File: src/rtl/debug_regs_pkg.sv
// Constants, register indices and field layout of the debug register bank
// Contract
// - Debug entry copies the thread's saved pc into a read-write register.
// - Debug entry copies the saved sp into a second read-write register.
// - Bits 7:0 name the thread a register fetch reads; the rest is reserved.
// - Bits 4:0 select which register of that thread the fetch returns.
// - Bits 2:0 hold cause 1-5: host, call, ibreak, dwatch, rwatch; reset 0.
// - Bits 17:16 hold the lowest firing trigger index; zero for host, call.
// - Bits 15:8 hold the causing thread number; zero for host requests.
// - Data watch hit stores access address; resource hit stores resource id.
// - Bits 7:0 mark threads that stay stopped on return from debug.
// - Eight scratch words at 0x20-0x27, shared with tile config space.
// - Four 32-bit instruction breakpoints raise a debug interrupt on match.
// - Per-thread enable mask in control bits 23:16, reset zero.
// - Control bit 1 picks equal (0) or not-equal (1) pc match, reset zero.
// - Control bit 0 enables a breakpoint; disabled ones never interrupt.
// - First address of each of four data watchpoints at 0x50-0x53.
// - Second address of each of four data watchpoints at 0x60-0x63.
// - Watch condition bit 0 means A and B, 1 means A or B.
// - Data watchpoints fire on loads only when their load bit is set.
package debug_regs_pkg;

  // Register indices; the byte address on the port is four times these
  localparam logic [7:0] IDX_SAVED_PC = 8'h11;
  localparam logic [7:0] IDX_SAVED_SP = 8'h12;
  localparam logic [7:0] IDX_FETCH_THREAD = 8'h13;
  localparam logic [7:0] IDX_FETCH_REG = 8'h14;
  localparam logic [7:0] IDX_CAUSE = 8'h15;
  localparam logic [7:0] IDX_EVENT_DATA = 8'h16;
  localparam logic [7:0] IDX_RUN_STOP = 8'h18;
  localparam logic [7:0] IDX_EVT_STATUS = 8'h1a;
  localparam logic [7:0] IDX_EVT_MASK = 8'h1b;
  localparam logic [7:0] IDX_SCRATCH = 8'h20;
  localparam logic [7:0] IDX_IBRK_ADDR = 8'h30;
  localparam logic [7:0] IDX_IBRK_CTRL = 8'h40;
  localparam logic [7:0] IDX_DW_ADDR_A = 8'h50;
  localparam logic [7:0] IDX_DW_ADDR_B = 8'h60;
  localparam logic [7:0] IDX_DW_CTRL = 8'h70;

  // Bank masks: low index bits that pick the word inside a bank
  localparam logic [7:0] BANK4_MASK = 8'h03;
  localparam logic [7:0] BANK8_MASK = 8'h07;

  // Field positions
  localparam int unsigned CAUSE_CODE_LSB = 0;
  localparam int unsigned CAUSE_THREAD_LSB = 8;
  localparam int unsigned CAUSE_INDEX_LSB = 16;
  localparam int unsigned BREAKPOINT_ON_BIT = 0;
  localparam int unsigned MATCH_SENSE_BIT = 1;
  localparam int unsigned WATCH_COND_BIT = 1;
  localparam int unsigned WATCH_LOAD_BIT = 2;
  localparam int unsigned THREAD_MASK_LSB = 16;

  // Event bits of the status and mask registers
  localparam int unsigned EVT_HOST = 0;
  localparam int unsigned EVT_CALL = 1;
  localparam int unsigned EVT_IBRK = 2;
  localparam int unsigned EVT_DWATCH = 3;
  localparam int unsigned EVT_RWATCH = 4;
  localparam int unsigned EVT_W = 5;

  // Values after reset
  localparam logic [31:0] WORD_RESET = 32'h0;
  localparam logic [7:0] BYTE_RESET = 8'h0;
  localparam logic [EVT_W-1:0] EVT_RESET = 5'h0;

  typedef enum logic [2:0] {
    CAUSE_NONE = 3'b000,
    CAUSE_HOST = 3'b001,
    CAUSE_CALL = 3'b010,
    CAUSE_IBRK = 3'b011,
    CAUSE_DWATCH = 3'b100,
    CAUSE_RWATCH = 3'b101
  } debug_cause_t;

endpackage

File: src/rtl/debug_regs.sv
// Debug state capture, breakpoint matching and debugger register bank
//
// Local design decision: the plain strobed port.
`timescale 1ns/10ps
module debug_regs
  import debug_regs_pkg::*;
#(
  parameter int unsigned NUM_THREADS = 8,
  parameter int unsigned NUM_BREAKS = 4
) (
  input wire logic sys_clk,
  input wire logic rst_b,
  // Register port, byte addresses
  input wire logic [9:0] regAddr,
  input wire logic [31:0] regWrData,
  input wire logic regWrEn,
  input wire logic regRdEn,
  output logic [31:0] regRdData,
  // Tile configuration view of the scratch words
  input wire logic [2:0] cfgAddr,
  input wire logic [31:0] cfgWrData,
  input wire logic cfgWrEn,
  input wire logic cfgRdEn,
  output logic [31:0] cfgRdData,
  // Core state
  input wire logic debugActive,
  input wire logic debugEntry,
  input wire logic debugExit,
  input wire logic [31:0] entryPc,
  input wire logic [31:0] entrySp,
  // Trigger sources
  input wire logic hostReq,
  input wire logic callReq,
  input wire logic [7:0] callThread,
  input wire logic pcValid,
  input wire logic [2:0] pcThread,
  input wire logic [31:0] pcValue,
  input wire logic memValid,
  input wire logic memLoad,
  input wire logic [2:0] memThread,
  input wire logic [31:0] memAddr,
  input wire logic rwatchHit,
  input wire logic [1:0] rwatchIndex,
  input wire logic [7:0] rwatchThread,
  input wire logic [31:0] rwatchResId,
  // Results to the core
  output logic debugIrqReq,
  output logic [7:0] threadHold,
  output logic [7:0] fetchThreadIndex,
  output logic [4:0] fetchRegisterIndex,
  output logic irq
);

  // The thread mask fields are eight bits and indices two bits wide
  if (NUM_THREADS != 8 || NUM_BREAKS != 4) begin : g_check
    $error("debug_regs supports exactly 8 threads and 4 breakpoints");
  end

  // Lowest set bit of a four-way hit vector
  function automatic logic [1:0] lowestIdx(input logic [3:0] hits);
    logic [1:0] idx;
    idx = 2'h0;
    for (int k = 3; k >= 0; k--) begin
      if (hits[k]) begin
        idx = 2'(k);
      end
    end
    return idx;
  endfunction

  // True when an index falls in the bank at base
  function automatic logic inBank(input logic [7:0] idx,
                                  input logic [7:0] base,
                                  input logic [7:0] mask);
    return (idx & ~mask) == base;
  endfunction

  // Reset release through two flops
  logic [1:0] rstSync_r;
  logic rstN;

  always_ff @(posedge sys_clk or negedge rst_b) begin
    if (!rst_b) begin
      rstSync_r <= 2'h0;
    end else begin
      rstSync_r <= {rstSync_r[0], 1'b1};
    end
  end
  assign rstN = rstSync_r[1];

  // State
  logic [31:0] savedPc_r, savedPc_nxt;
  logic [31:0] savedSp_r, savedSp_nxt;
  logic [7:0] fetchThread_r, fetchThread_nxt;
  logic [4:0] fetchReg_r, fetchReg_nxt;
  debug_cause_t cause_r, cause_nxt;
  logic [7:0] causeThread_r, causeThread_nxt;
  logic [1:0] causeIndex_r, causeIndex_nxt;
  logic [31:0] eventData_r, eventData_nxt;
  logic [7:0] runStop_r, runStop_nxt;
  logic [7:0] threadHold_r, threadHold_nxt;
  logic [31:0] scratch_r [8];
  logic [31:0] scratch_nxt [8];
  logic [31:0] ibAddr_r [4];
  logic [31:0] ibAddr_nxt [4];
  logic [7:0] ibThreads_r [4];
  logic [7:0] ibThreads_nxt [4];
  logic [3:0] ibSense_r, ibSense_nxt;
  logic [3:0] ibOn_r, ibOn_nxt;
  logic [31:0] dwA_r [4];
  logic [31:0] dwA_nxt [4];
  logic [31:0] dwB_r [4];
  logic [31:0] dwB_nxt [4];
  logic [7:0] dwThreads_r [4];
  logic [7:0] dwThreads_nxt [4];
  logic [3:0] dwLoad_r, dwLoad_nxt;
  logic [3:0] dwCond_r, dwCond_nxt;
  logic [3:0] dwOn_r, dwOn_nxt;
  logic [EVT_W-1:0] evtStatus_r, evtStatus_nxt;
  logic [EVT_W-1:0] evtMask_r, evtMask_nxt;
  logic irq_r, irq_nxt;
  logic debugIrq_r, debugIrq_nxt;
  logic [31:0] regRdData_r, regRdData_nxt;
  logic [31:0] cfgRdData_r, cfgRdData_nxt;

  // Decoded access
  logic [7:0] idx;
  logic aligned;
  logic wrAny;
  logic wrDbg;

  assign idx = regAddr[9:2];
  assign aligned = regAddr[1:0] == 2'h0;
  assign wrAny = regWrEn && aligned;
  assign wrDbg = wrAny && debugActive;

  // Trigger matching
  logic [3:0] ibHit;
  logic [3:0] dwHit;
  logic fire;

  always_comb begin
    logic condA;
    logic condB;
    logic cond;
    condA = 1'b0;
    condB = 1'b0;
    cond = 1'b0;
    for (int i = 0; i < 4; i++) begin
      // Disabled entries and unlisted threads never match
      ibHit[i] = ibOn_r[i] && pcValid && ibThreads_r[i][pcThread] &&
                 (ibSense_r[i] ? (pcValue != ibAddr_r[i]) :
                                 (pcValue == ibAddr_r[i]));
      condA = memAddr >= dwA_r[i];
      condB = memAddr <= dwB_r[i];
      cond = dwCond_r[i] ? (condA || condB) : (condA && condB);
      dwHit[i] = dwOn_r[i] && memValid && dwThreads_r[i][memThread] &&
                 (!memLoad || dwLoad_r[i]) && cond;
    end
  end

  // One request at a time: held until the core enters debug mode
  assign fire = !debugActive && !debugIrq_r &&
                (hostReq || callReq || (|ibHit) || (|dwHit) || rwatchHit);

  // Next state of the whole bank
  always_comb begin
    logic [EVT_W-1:0] evtSet;
    logic [EVT_W-1:0] evtClr;
    evtSet = EVT_RESET;
    evtClr = EVT_RESET;
    savedPc_nxt = savedPc_r;
    savedSp_nxt = savedSp_r;
    fetchThread_nxt = fetchThread_r;
    fetchReg_nxt = fetchReg_r;
    cause_nxt = cause_r;
    causeThread_nxt = causeThread_r;
    causeIndex_nxt = causeIndex_r;
    eventData_nxt = eventData_r;
    runStop_nxt = runStop_r;
    threadHold_nxt = threadHold_r;
    scratch_nxt = scratch_r;
    ibAddr_nxt = ibAddr_r;
    ibThreads_nxt = ibThreads_r;
    ibSense_nxt = ibSense_r;
    ibOn_nxt = ibOn_r;
    dwA_nxt = dwA_r;
    dwB_nxt = dwB_r;
    dwThreads_nxt = dwThreads_r;
    dwLoad_nxt = dwLoad_r;
    dwCond_nxt = dwCond_r;
    dwOn_nxt = dwOn_r;
    evtMask_nxt = evtMask_r;
    debugIrq_nxt = debugIrq_r;

    // Software writes to debug registers, only in debug mode
    if (wrDbg) begin
      case (idx)
        IDX_SAVED_PC: savedPc_nxt = regWrData;
        IDX_SAVED_SP: savedSp_nxt = regWrData;
        IDX_FETCH_THREAD: fetchThread_nxt = regWrData[7:0];
        IDX_FETCH_REG: fetchReg_nxt = regWrData[4:0];
        IDX_CAUSE: begin
          cause_nxt = debug_cause_t'(regWrData[CAUSE_CODE_LSB +: 3]);
          causeThread_nxt = regWrData[CAUSE_THREAD_LSB +: 8];
          causeIndex_nxt = regWrData[CAUSE_INDEX_LSB +: 2];
        end
        IDX_EVENT_DATA: eventData_nxt = regWrData;
        IDX_RUN_STOP: runStop_nxt = regWrData[7:0];
        default: begin
        end
      endcase
      if (inBank(idx, IDX_SCRATCH, BANK8_MASK)) begin
        scratch_nxt[idx[2:0]] = regWrData;
      end
      if (inBank(idx, IDX_IBRK_ADDR, BANK4_MASK)) begin
        ibAddr_nxt[idx[1:0]] = regWrData;
      end
      if (inBank(idx, IDX_IBRK_CTRL, BANK4_MASK)) begin
        ibThreads_nxt[idx[1:0]] = regWrData[THREAD_MASK_LSB +: 8];
        ibSense_nxt[idx[1:0]] = regWrData[MATCH_SENSE_BIT];
        ibOn_nxt[idx[1:0]] = regWrData[BREAKPOINT_ON_BIT];
      end
      if (inBank(idx, IDX_DW_ADDR_A, BANK4_MASK)) begin
        dwA_nxt[idx[1:0]] = regWrData;
      end
      if (inBank(idx, IDX_DW_ADDR_B, BANK4_MASK)) begin
        dwB_nxt[idx[1:0]] = regWrData;
      end
      if (inBank(idx, IDX_DW_CTRL, BANK4_MASK)) begin
        dwThreads_nxt[idx[1:0]] = regWrData[THREAD_MASK_LSB +: 8];
        dwLoad_nxt[idx[1:0]] = regWrData[WATCH_LOAD_BIT];
        dwCond_nxt[idx[1:0]] = regWrData[WATCH_COND_BIT];
        dwOn_nxt[idx[1:0]] = regWrData[BREAKPOINT_ON_BIT];
      end
    end

    // Interrupt status and mask are reachable outside debug mode
    if (wrAny && idx == IDX_EVT_STATUS) begin
      evtClr = regWrData[EVT_W-1:0];
    end
    if (wrAny && idx == IDX_EVT_MASK) begin
      evtMask_nxt = regWrData[EVT_W-1:0];
    end

    // Configuration space writes scratch unless the bus hits the same word
    if (cfgWrEn && !(wrDbg && inBank(idx, IDX_SCRATCH, BANK8_MASK) &&
                     idx[2:0] == cfgAddr)) begin
      scratch_nxt[cfgAddr] = cfgWrData;
    end

    // Record the winning trigger; host first, resource watch last
    if (fire) begin
      debugIrq_nxt = 1'b1;
      if (hostReq) begin
        cause_nxt = CAUSE_HOST;
        causeThread_nxt = BYTE_RESET;
        causeIndex_nxt = 2'h0;
        evtSet[EVT_HOST] = 1'b1;
      end else if (callReq) begin
        cause_nxt = CAUSE_CALL;
        causeThread_nxt = callThread;
        causeIndex_nxt = 2'h0;
        evtSet[EVT_CALL] = 1'b1;
      end else if (|ibHit) begin
        cause_nxt = CAUSE_IBRK;
        causeThread_nxt = {5'h0, pcThread};
        causeIndex_nxt = lowestIdx(ibHit);
        evtSet[EVT_IBRK] = 1'b1;
      end else if (|dwHit) begin
        cause_nxt = CAUSE_DWATCH;
        causeThread_nxt = {5'h0, memThread};
        causeIndex_nxt = lowestIdx(dwHit);
        eventData_nxt = memAddr;
        evtSet[EVT_DWATCH] = 1'b1;
      end else begin
        cause_nxt = CAUSE_RWATCH;
        causeThread_nxt = rwatchThread;
        causeIndex_nxt = rwatchIndex;
        eventData_nxt = rwatchResId;
        evtSet[EVT_RWATCH] = 1'b1;
      end
    end

    // Entry captures the interrupted context and ends the request
    if (debugEntry) begin
      savedPc_nxt = entryPc;
      savedSp_nxt = entrySp;
      debugIrq_nxt = 1'b0;
      threadHold_nxt = BYTE_RESET;
    end
    // Threads marked in the run-stop mask stay parked after return
    if (debugExit) begin
      threadHold_nxt = runStop_r;
    end

    // A new event beats a clear in the same cycle
    evtStatus_nxt = (evtStatus_r & ~evtClr) | evtSet;
    irq_nxt = |(evtStatus_nxt & evtMask_nxt);
  end

  // Read data, one cycle after the strobe; reserved bits read zero
  always_comb begin
    regRdData_nxt = WORD_RESET;
    if (regRdEn && aligned) begin
      case (idx)
        IDX_SAVED_PC: regRdData_nxt = savedPc_r;
        IDX_SAVED_SP: regRdData_nxt = savedSp_r;
        IDX_FETCH_THREAD: regRdData_nxt = {24'h0, fetchThread_r};
        IDX_FETCH_REG: regRdData_nxt = {27'h0, fetchReg_r};
        IDX_CAUSE: regRdData_nxt = {14'h0, causeIndex_r, causeThread_r,
                                    5'h0, cause_r};
        IDX_EVENT_DATA: regRdData_nxt = eventData_r;
        IDX_RUN_STOP: regRdData_nxt = {24'h0, runStop_r};
        IDX_EVT_STATUS: regRdData_nxt = {27'h0, evtStatus_r};
        IDX_EVT_MASK: regRdData_nxt = {27'h0, evtMask_r};
        default: begin
        end
      endcase
      if (inBank(idx, IDX_SCRATCH, BANK8_MASK)) begin
        regRdData_nxt = scratch_r[idx[2:0]];
      end
      if (inBank(idx, IDX_IBRK_ADDR, BANK4_MASK)) begin
        regRdData_nxt = ibAddr_r[idx[1:0]];
      end
      if (inBank(idx, IDX_IBRK_CTRL, BANK4_MASK)) begin
        regRdData_nxt = {8'h0, ibThreads_r[idx[1:0]], 14'h0,
                         ibSense_r[idx[1:0]], ibOn_r[idx[1:0]]};
      end
      if (inBank(idx, IDX_DW_ADDR_A, BANK4_MASK)) begin
        regRdData_nxt = dwA_r[idx[1:0]];
      end
      if (inBank(idx, IDX_DW_ADDR_B, BANK4_MASK)) begin
        regRdData_nxt = dwB_r[idx[1:0]];
      end
      if (inBank(idx, IDX_DW_CTRL, BANK4_MASK)) begin
        regRdData_nxt = {8'h0, dwThreads_r[idx[1:0]], 13'h0,
                         dwLoad_r[idx[1:0]], dwCond_r[idx[1:0]],
                         dwOn_r[idx[1:0]]};
      end
    end
    cfgRdData_nxt = cfgRdEn ? scratch_r[cfgAddr] : WORD_RESET;
  end

  // Registers; breakpoints come up disabled so nothing fires early
  always_ff @(posedge sys_clk or negedge rstN) begin
    if (!rstN) begin
      savedPc_r <= WORD_RESET;
      savedSp_r <= WORD_RESET;
      fetchThread_r <= BYTE_RESET;
      fetchReg_r <= 5'h0;
      cause_r <= CAUSE_NONE;
      causeThread_r <= BYTE_RESET;
      causeIndex_r <= 2'h0;
      eventData_r <= WORD_RESET;
      runStop_r <= BYTE_RESET;
      threadHold_r <= BYTE_RESET;
      for (int i = 0; i < 8; i++) begin
        scratch_r[i] <= WORD_RESET;
      end
      for (int i = 0; i < 4; i++) begin
        ibAddr_r[i] <= WORD_RESET;
        ibThreads_r[i] <= BYTE_RESET;
        dwA_r[i] <= WORD_RESET;
        dwB_r[i] <= WORD_RESET;
        dwThreads_r[i] <= BYTE_RESET;
      end
      ibSense_r <= 4'h0;
      ibOn_r <= 4'h0;
      dwLoad_r <= 4'h0;
      dwCond_r <= 4'h0;
      dwOn_r <= 4'h0;
      evtStatus_r <= EVT_RESET;
      evtMask_r <= EVT_RESET;
      irq_r <= 1'b0;
      debugIrq_r <= 1'b0;
      regRdData_r <= WORD_RESET;
      cfgRdData_r <= WORD_RESET;
    end else begin
      savedPc_r <= savedPc_nxt;
      savedSp_r <= savedSp_nxt;
      fetchThread_r <= fetchThread_nxt;
      fetchReg_r <= fetchReg_nxt;
      cause_r <= cause_nxt;
      causeThread_r <= causeThread_nxt;
      causeIndex_r <= causeIndex_nxt;
      eventData_r <= eventData_nxt;
      runStop_r <= runStop_nxt;
      threadHold_r <= threadHold_nxt;
      scratch_r <= scratch_nxt;
      ibAddr_r <= ibAddr_nxt;
      ibThreads_r <= ibThreads_nxt;
      dwA_r <= dwA_nxt;
      dwB_r <= dwB_nxt;
      dwThreads_r <= dwThreads_nxt;
      ibSense_r <= ibSense_nxt;
      ibOn_r <= ibOn_nxt;
      dwLoad_r <= dwLoad_nxt;
      dwCond_r <= dwCond_nxt;
      dwOn_r <= dwOn_nxt;
      evtStatus_r <= evtStatus_nxt;
      evtMask_r <= evtMask_nxt;
      irq_r <= irq_nxt;
      debugIrq_r <= debugIrq_nxt;
      regRdData_r <= regRdData_nxt;
      cfgRdData_r <= cfgRdData_nxt;
    end
  end

  // Outputs straight from flops
  assign regRdData = regRdData_r;
  assign cfgRdData = cfgRdData_r;
  assign debugIrqReq = debugIrq_r;
  assign threadHold = threadHold_r;
  assign fetchThreadIndex = fetchThread_r;
  assign fetchRegisterIndex = fetchReg_r;
  assign irq = irq_r;

endmodule // debug_regs

File: config.mk
export PLATFORM = sky130hd
export DESIGN_NAME = debug_regs
export DESIGN_NICKNAME = d
export VERILOG_FILES = /design/src/rtl/debug_regs_pkg.sv /design/src/rtl/debug_regs.sv
export SDC_FILE = /design/constraint.sdc
export NUM_CORES = 2
export LEC_CHECK = 0
export ABC_AREA = 1
export BUFFER_PORTS_ARGS = -buffer_cell sky130_fd_sc_hd__buf_2
export CORE_AREA = 2 2 392 238
export CTS_BUF_LIST = sky130_fd_sc_hd__clkbuf_4 sky130_fd_sc_hd__clkbuf_8
export CTS_CLUSTER_SIZE = 25
export DETAILED_ROUTE_END_ITERATION = 10
export DIE_AREA = 0 0 394 240
export GPL_ROUTABILITY_DRIVEN = 1
export PLACE_DENSITY = 0.77
export SLEW_MARGIN = 20
export SYNTH_ARGS = -nofsm -noshare
export SYNTH_HDL_FRONTEND = slang
export SYNTH_SLANG_ARGS = --single-unit
File: constraint.sdc
create_clock -name sys_clk -period 50.1 [get_ports sys_clk]
set_input_delay 10.02 -clock sys_clk [delete_from_list [all_inputs] [get_ports sys_clk]]
set_output_delay 10.02 -clock sys_clk [all_outputs]
set_load 0.03 [all_outputs]
==> impl_metrics.ini <==
[worst_setup_path]
r2r-start = dwB_r[23]$_DFFE_PN0P_
cp_cell_sequence = buf_2, nor2_4, buf_4, inv_4, buf_4, buf_4, o22ai_1, o21ai_0, nand2_1, nand2_1, a2111oi_1, o211ai_1, nand2_1, inv_1
r2r_end = eventData_r[17]$_DFF_PN0_
endpoint_kind = flip-flop
worst-r2r-cell-count = 20
cp.arrival_ps = 14140
crit_end = regRdData[23]$_DFF_PN0_
critPathMaxFanout = 54
rrSetupSlack_ps = 45900
critical-path-max-stage-delay_ps = 910
slowest_stage = a2111oi_1
critPathLaunchType = input pin
crit_path_start = regAddr[3]
crit_type = input pin to flip-flop
required_ps = 50860

[drt]
vias_per_cell = 6.406
routed_wirelength_um = 218500
drt-initial-drc-count = 8981
drt_pre_antenna_iters = 10
avgRoutedWirePerCell_um = 25.58
drc = 0
ant_nets = 0
via_count = 54710

[cts]
cts_resized = 0
clkLatencyLatePin_ps = 910
cts_tree = done
postCtsSetupRepairBufs = 0
htreeDepth = 4
cts.path.max_buffers = 3
cts.clk_slew.worst_paths_ps = 60
cts_buffers = 144
cts-root-buf = clkbuf_8
cts_hold_buf = 0
cts.sinks = 940

[global_route]
use_met1_pct = 62.62
first_global_vias = 49530
use_met2_pct = 60.99
grt.busiest_layer = met1
grt_pass1_wl_um = 320500
grtUsageMet3_pct = 20.15
antenna_found_initial = 33
grt_start_max_net_pins = 173
grt_usage_pct = 45.53
grt_overflow = 0

[die]
ios = 363
fp.dieH_um = 240
die_w_um = 394
die-area_sq_um = 94560
start_util_pct = 59.52
design.core.area_sq_um = 91140
rows = 86

[logic_synthesis]
synth_ff_type = dfrtp_1
synth_nets = 7625
synth_edf_count = 0
netlist_area_sq_um = 54240
ys_seq_area_share_pct = 43.37
yosysUniqueCellTypes = 56
synth-async-reset-ratio_pct = 100.0
synth-seq-cells = 940
synthCells = 7093
synth.avg_cell_area_sq_um = 7.647
synth-warning-count = 0

[final_layout]
final_layout_size_suffix_gt1_share_pct = 10.81
fillers = 7997
final_common_cell = nand2_1
num-nets-final = 7721
area_growth_pct = 9.693
utilization_pct = 65.28
mostFrequentLayoutCells = nand2_1, o21ai_0, dfrtp_1

[sta]
max_freq_ghz = 0.07476
finalSetupViolCount = 0
tightestPinTransition_ps = 1178
hold_viol = 0
rsz0062_at_grt = no
fin_crit_ps = 13380
finalCritPeriodShare_pct = 26.70
finalSetupTns_ps = 0
slew_headroom_pct = 21.41
drv_slew = 0
fin_skew_ps = 50.80

[placed_design]
dp_hpwl_um = 146500
gp_congestion = 1.019
port_buffers = 362

[status]
status = complete, no violations

[power_and_ir_drop]
power_mw = 1.851
vdd_ir_drop_max_mv = 0.02377
leakage_nw = 27.20
power_density_nw_per_um2 = 31.10

[run]
drv_cap = 0

[hold_path]
min_path_type = flip-flop to async pin
cells in the mapped netlist, drive strengths merged, types with 2 or more instances:
cell	number	share of area [%]
a21oi	269	2.5
a221oi	59	0.95
o22ai	233	2.7
a21boi	3	0.042
dfrtp	940	43
o32ai	10	0.16
o311ai	10	0.16
a211oi	9	0.12
o21a	102	1.4
buf	112	1.1
o211ai	30	0.42
nand2	1929	13
inv	549	3.8
nand4	45	0.52
a31oi	3	0.035
o21bai	3	0.042
a22o	2	0.032
o31ai	16	0.22
nor4	7	0.092
nand3	130	1.2
a2111oi	6	0.097
o21ai	1411	13
a21o	8	0.11
or2	14	0.16
nor2	323	2.3
a41oi	49	0.79
o221ai	7	0.11
clkinv	2	0.014
xnor2	92	1.5
a2bb2oi	2	0.032
o41ai	3	0.048
nor3	40	0.41
o2111ai	27	0.44
nand3b	3	0.065
a22oi	2	0.028
clkbuf	386	2.7
ha	256	5.9
registers in the layout (all words and copies together) (netlist names), 3 cells and up:
register / flops
cause_r: 3
eventData_r: 32
dwCond_r: 4
runStop_r: 8
dwOn_r: 4
ibSense_r: 4
ibThreads_r: 32
ibOn_r: 4
evtMask_r: 5
dwLoad_r: 4
dwB_r: 128
fetchRegisterIndex: 5
scratch_r: 256
cfgRdData: 32
savedSp_r: 32
evtStatus_r: 5
threadHold: 8
ibAddr_r: 128
causeThread_r: 8
dwA_r: 128
regRdData: 32
savedPc_r: 32
fetchThreadIndex: 8
dwThreads_r: 32
power breakdown:
part | total [mW] | internal (mW) | switching [mW]
Combinational | 0.296 | 0.0965 | 0.199
Sequential | 0.864 | 0.818 | 0.0462
Clock | 0.691 | 0.367 | 0.324
Total | 1.85 | 1.28 | 0.570
through the flow:
| stage | cell area, sq um | std cells | hold slack, ps | setup slack [ps] |
|---|---|---|---|---|
| 4_1_cts | 59440 | 8522 | 240.2 | 37050 |
| 3_5_place_dp | 56450 | 8275 | 243.2 | 36140 |
| 3_3_place_gp | 56440 | 8275 | 239.9 | 35970 |
| 5_1_grt | 59470 | 8530 | 264.8 | 36820 |
| 6_report | 59500 | 8540 | 226.3 | 36720 |
| 2_1_floorplan | 54240 | 7093 | 331.2 | 21960 |
final cells by class:
type                            instances  area (sq um)  area share, %
Multi-Input combinational cell       5104         26790          45.02
Sequential cell                       940         23530          39.54
Clock buffer                          232          2880          4.841
Timing Repair Buffer                  448          2529          4.250
Inverter                              551          2073          3.484
Tap cell                             1232          1541          2.591
Clock inverter                         15         115.1         0.1935
Antenna cell                           18         45.04        0.07570
worst max-delay path: cells and delay by family:
| family | cells | cell delay (ps) |
|---|---|---|
| AO/OA/AOI/OAI | 4 | 1490 |
| buffers and inverters | 6 | 1960 |
| AND/OR/NAND/NOR | 4 | 520 |
logic make-up after synthesis:
kind of cell / count (synthesis) / synth area share [%]
DFF: 940 / 43.37
AOI/OAI and AO/OA: 2264 / 23.44
other: 1 / 0.006913
and+or+nand+nor: 2491 / 18.24
adders and majority gates: 256 / 5.905
xor gates and xnor gates: 92 / 1.486
buffers and inverters: 1049 / 7.554
routing by layer:
metal | share of wire, % | wire length [um]
met2 | 39 | 84410
met4 | 5.3 | 11540
met5 | 0.076 | 166
met3 | 18 | 38730
met1 | 38 | 83610
worst min-delay path by stage:
stage / endpoint
4_1_cts: scratch_r[252]$_DFF_PN0_
3_5_place_dp: scratch_r[84]$_DFF_PN0_
6_report: scratch_r[124]$_DFF_PN0_
5_1_grt: scratch_r[124]$_DFF_PN0_
2_1_floorplan: rstSync_r[1]$_DFF_PN0_
3_3_place_gp: scratch_r[84]$_DFF_PN0_
Note: power is estimated with default switching activity, not from simulation.
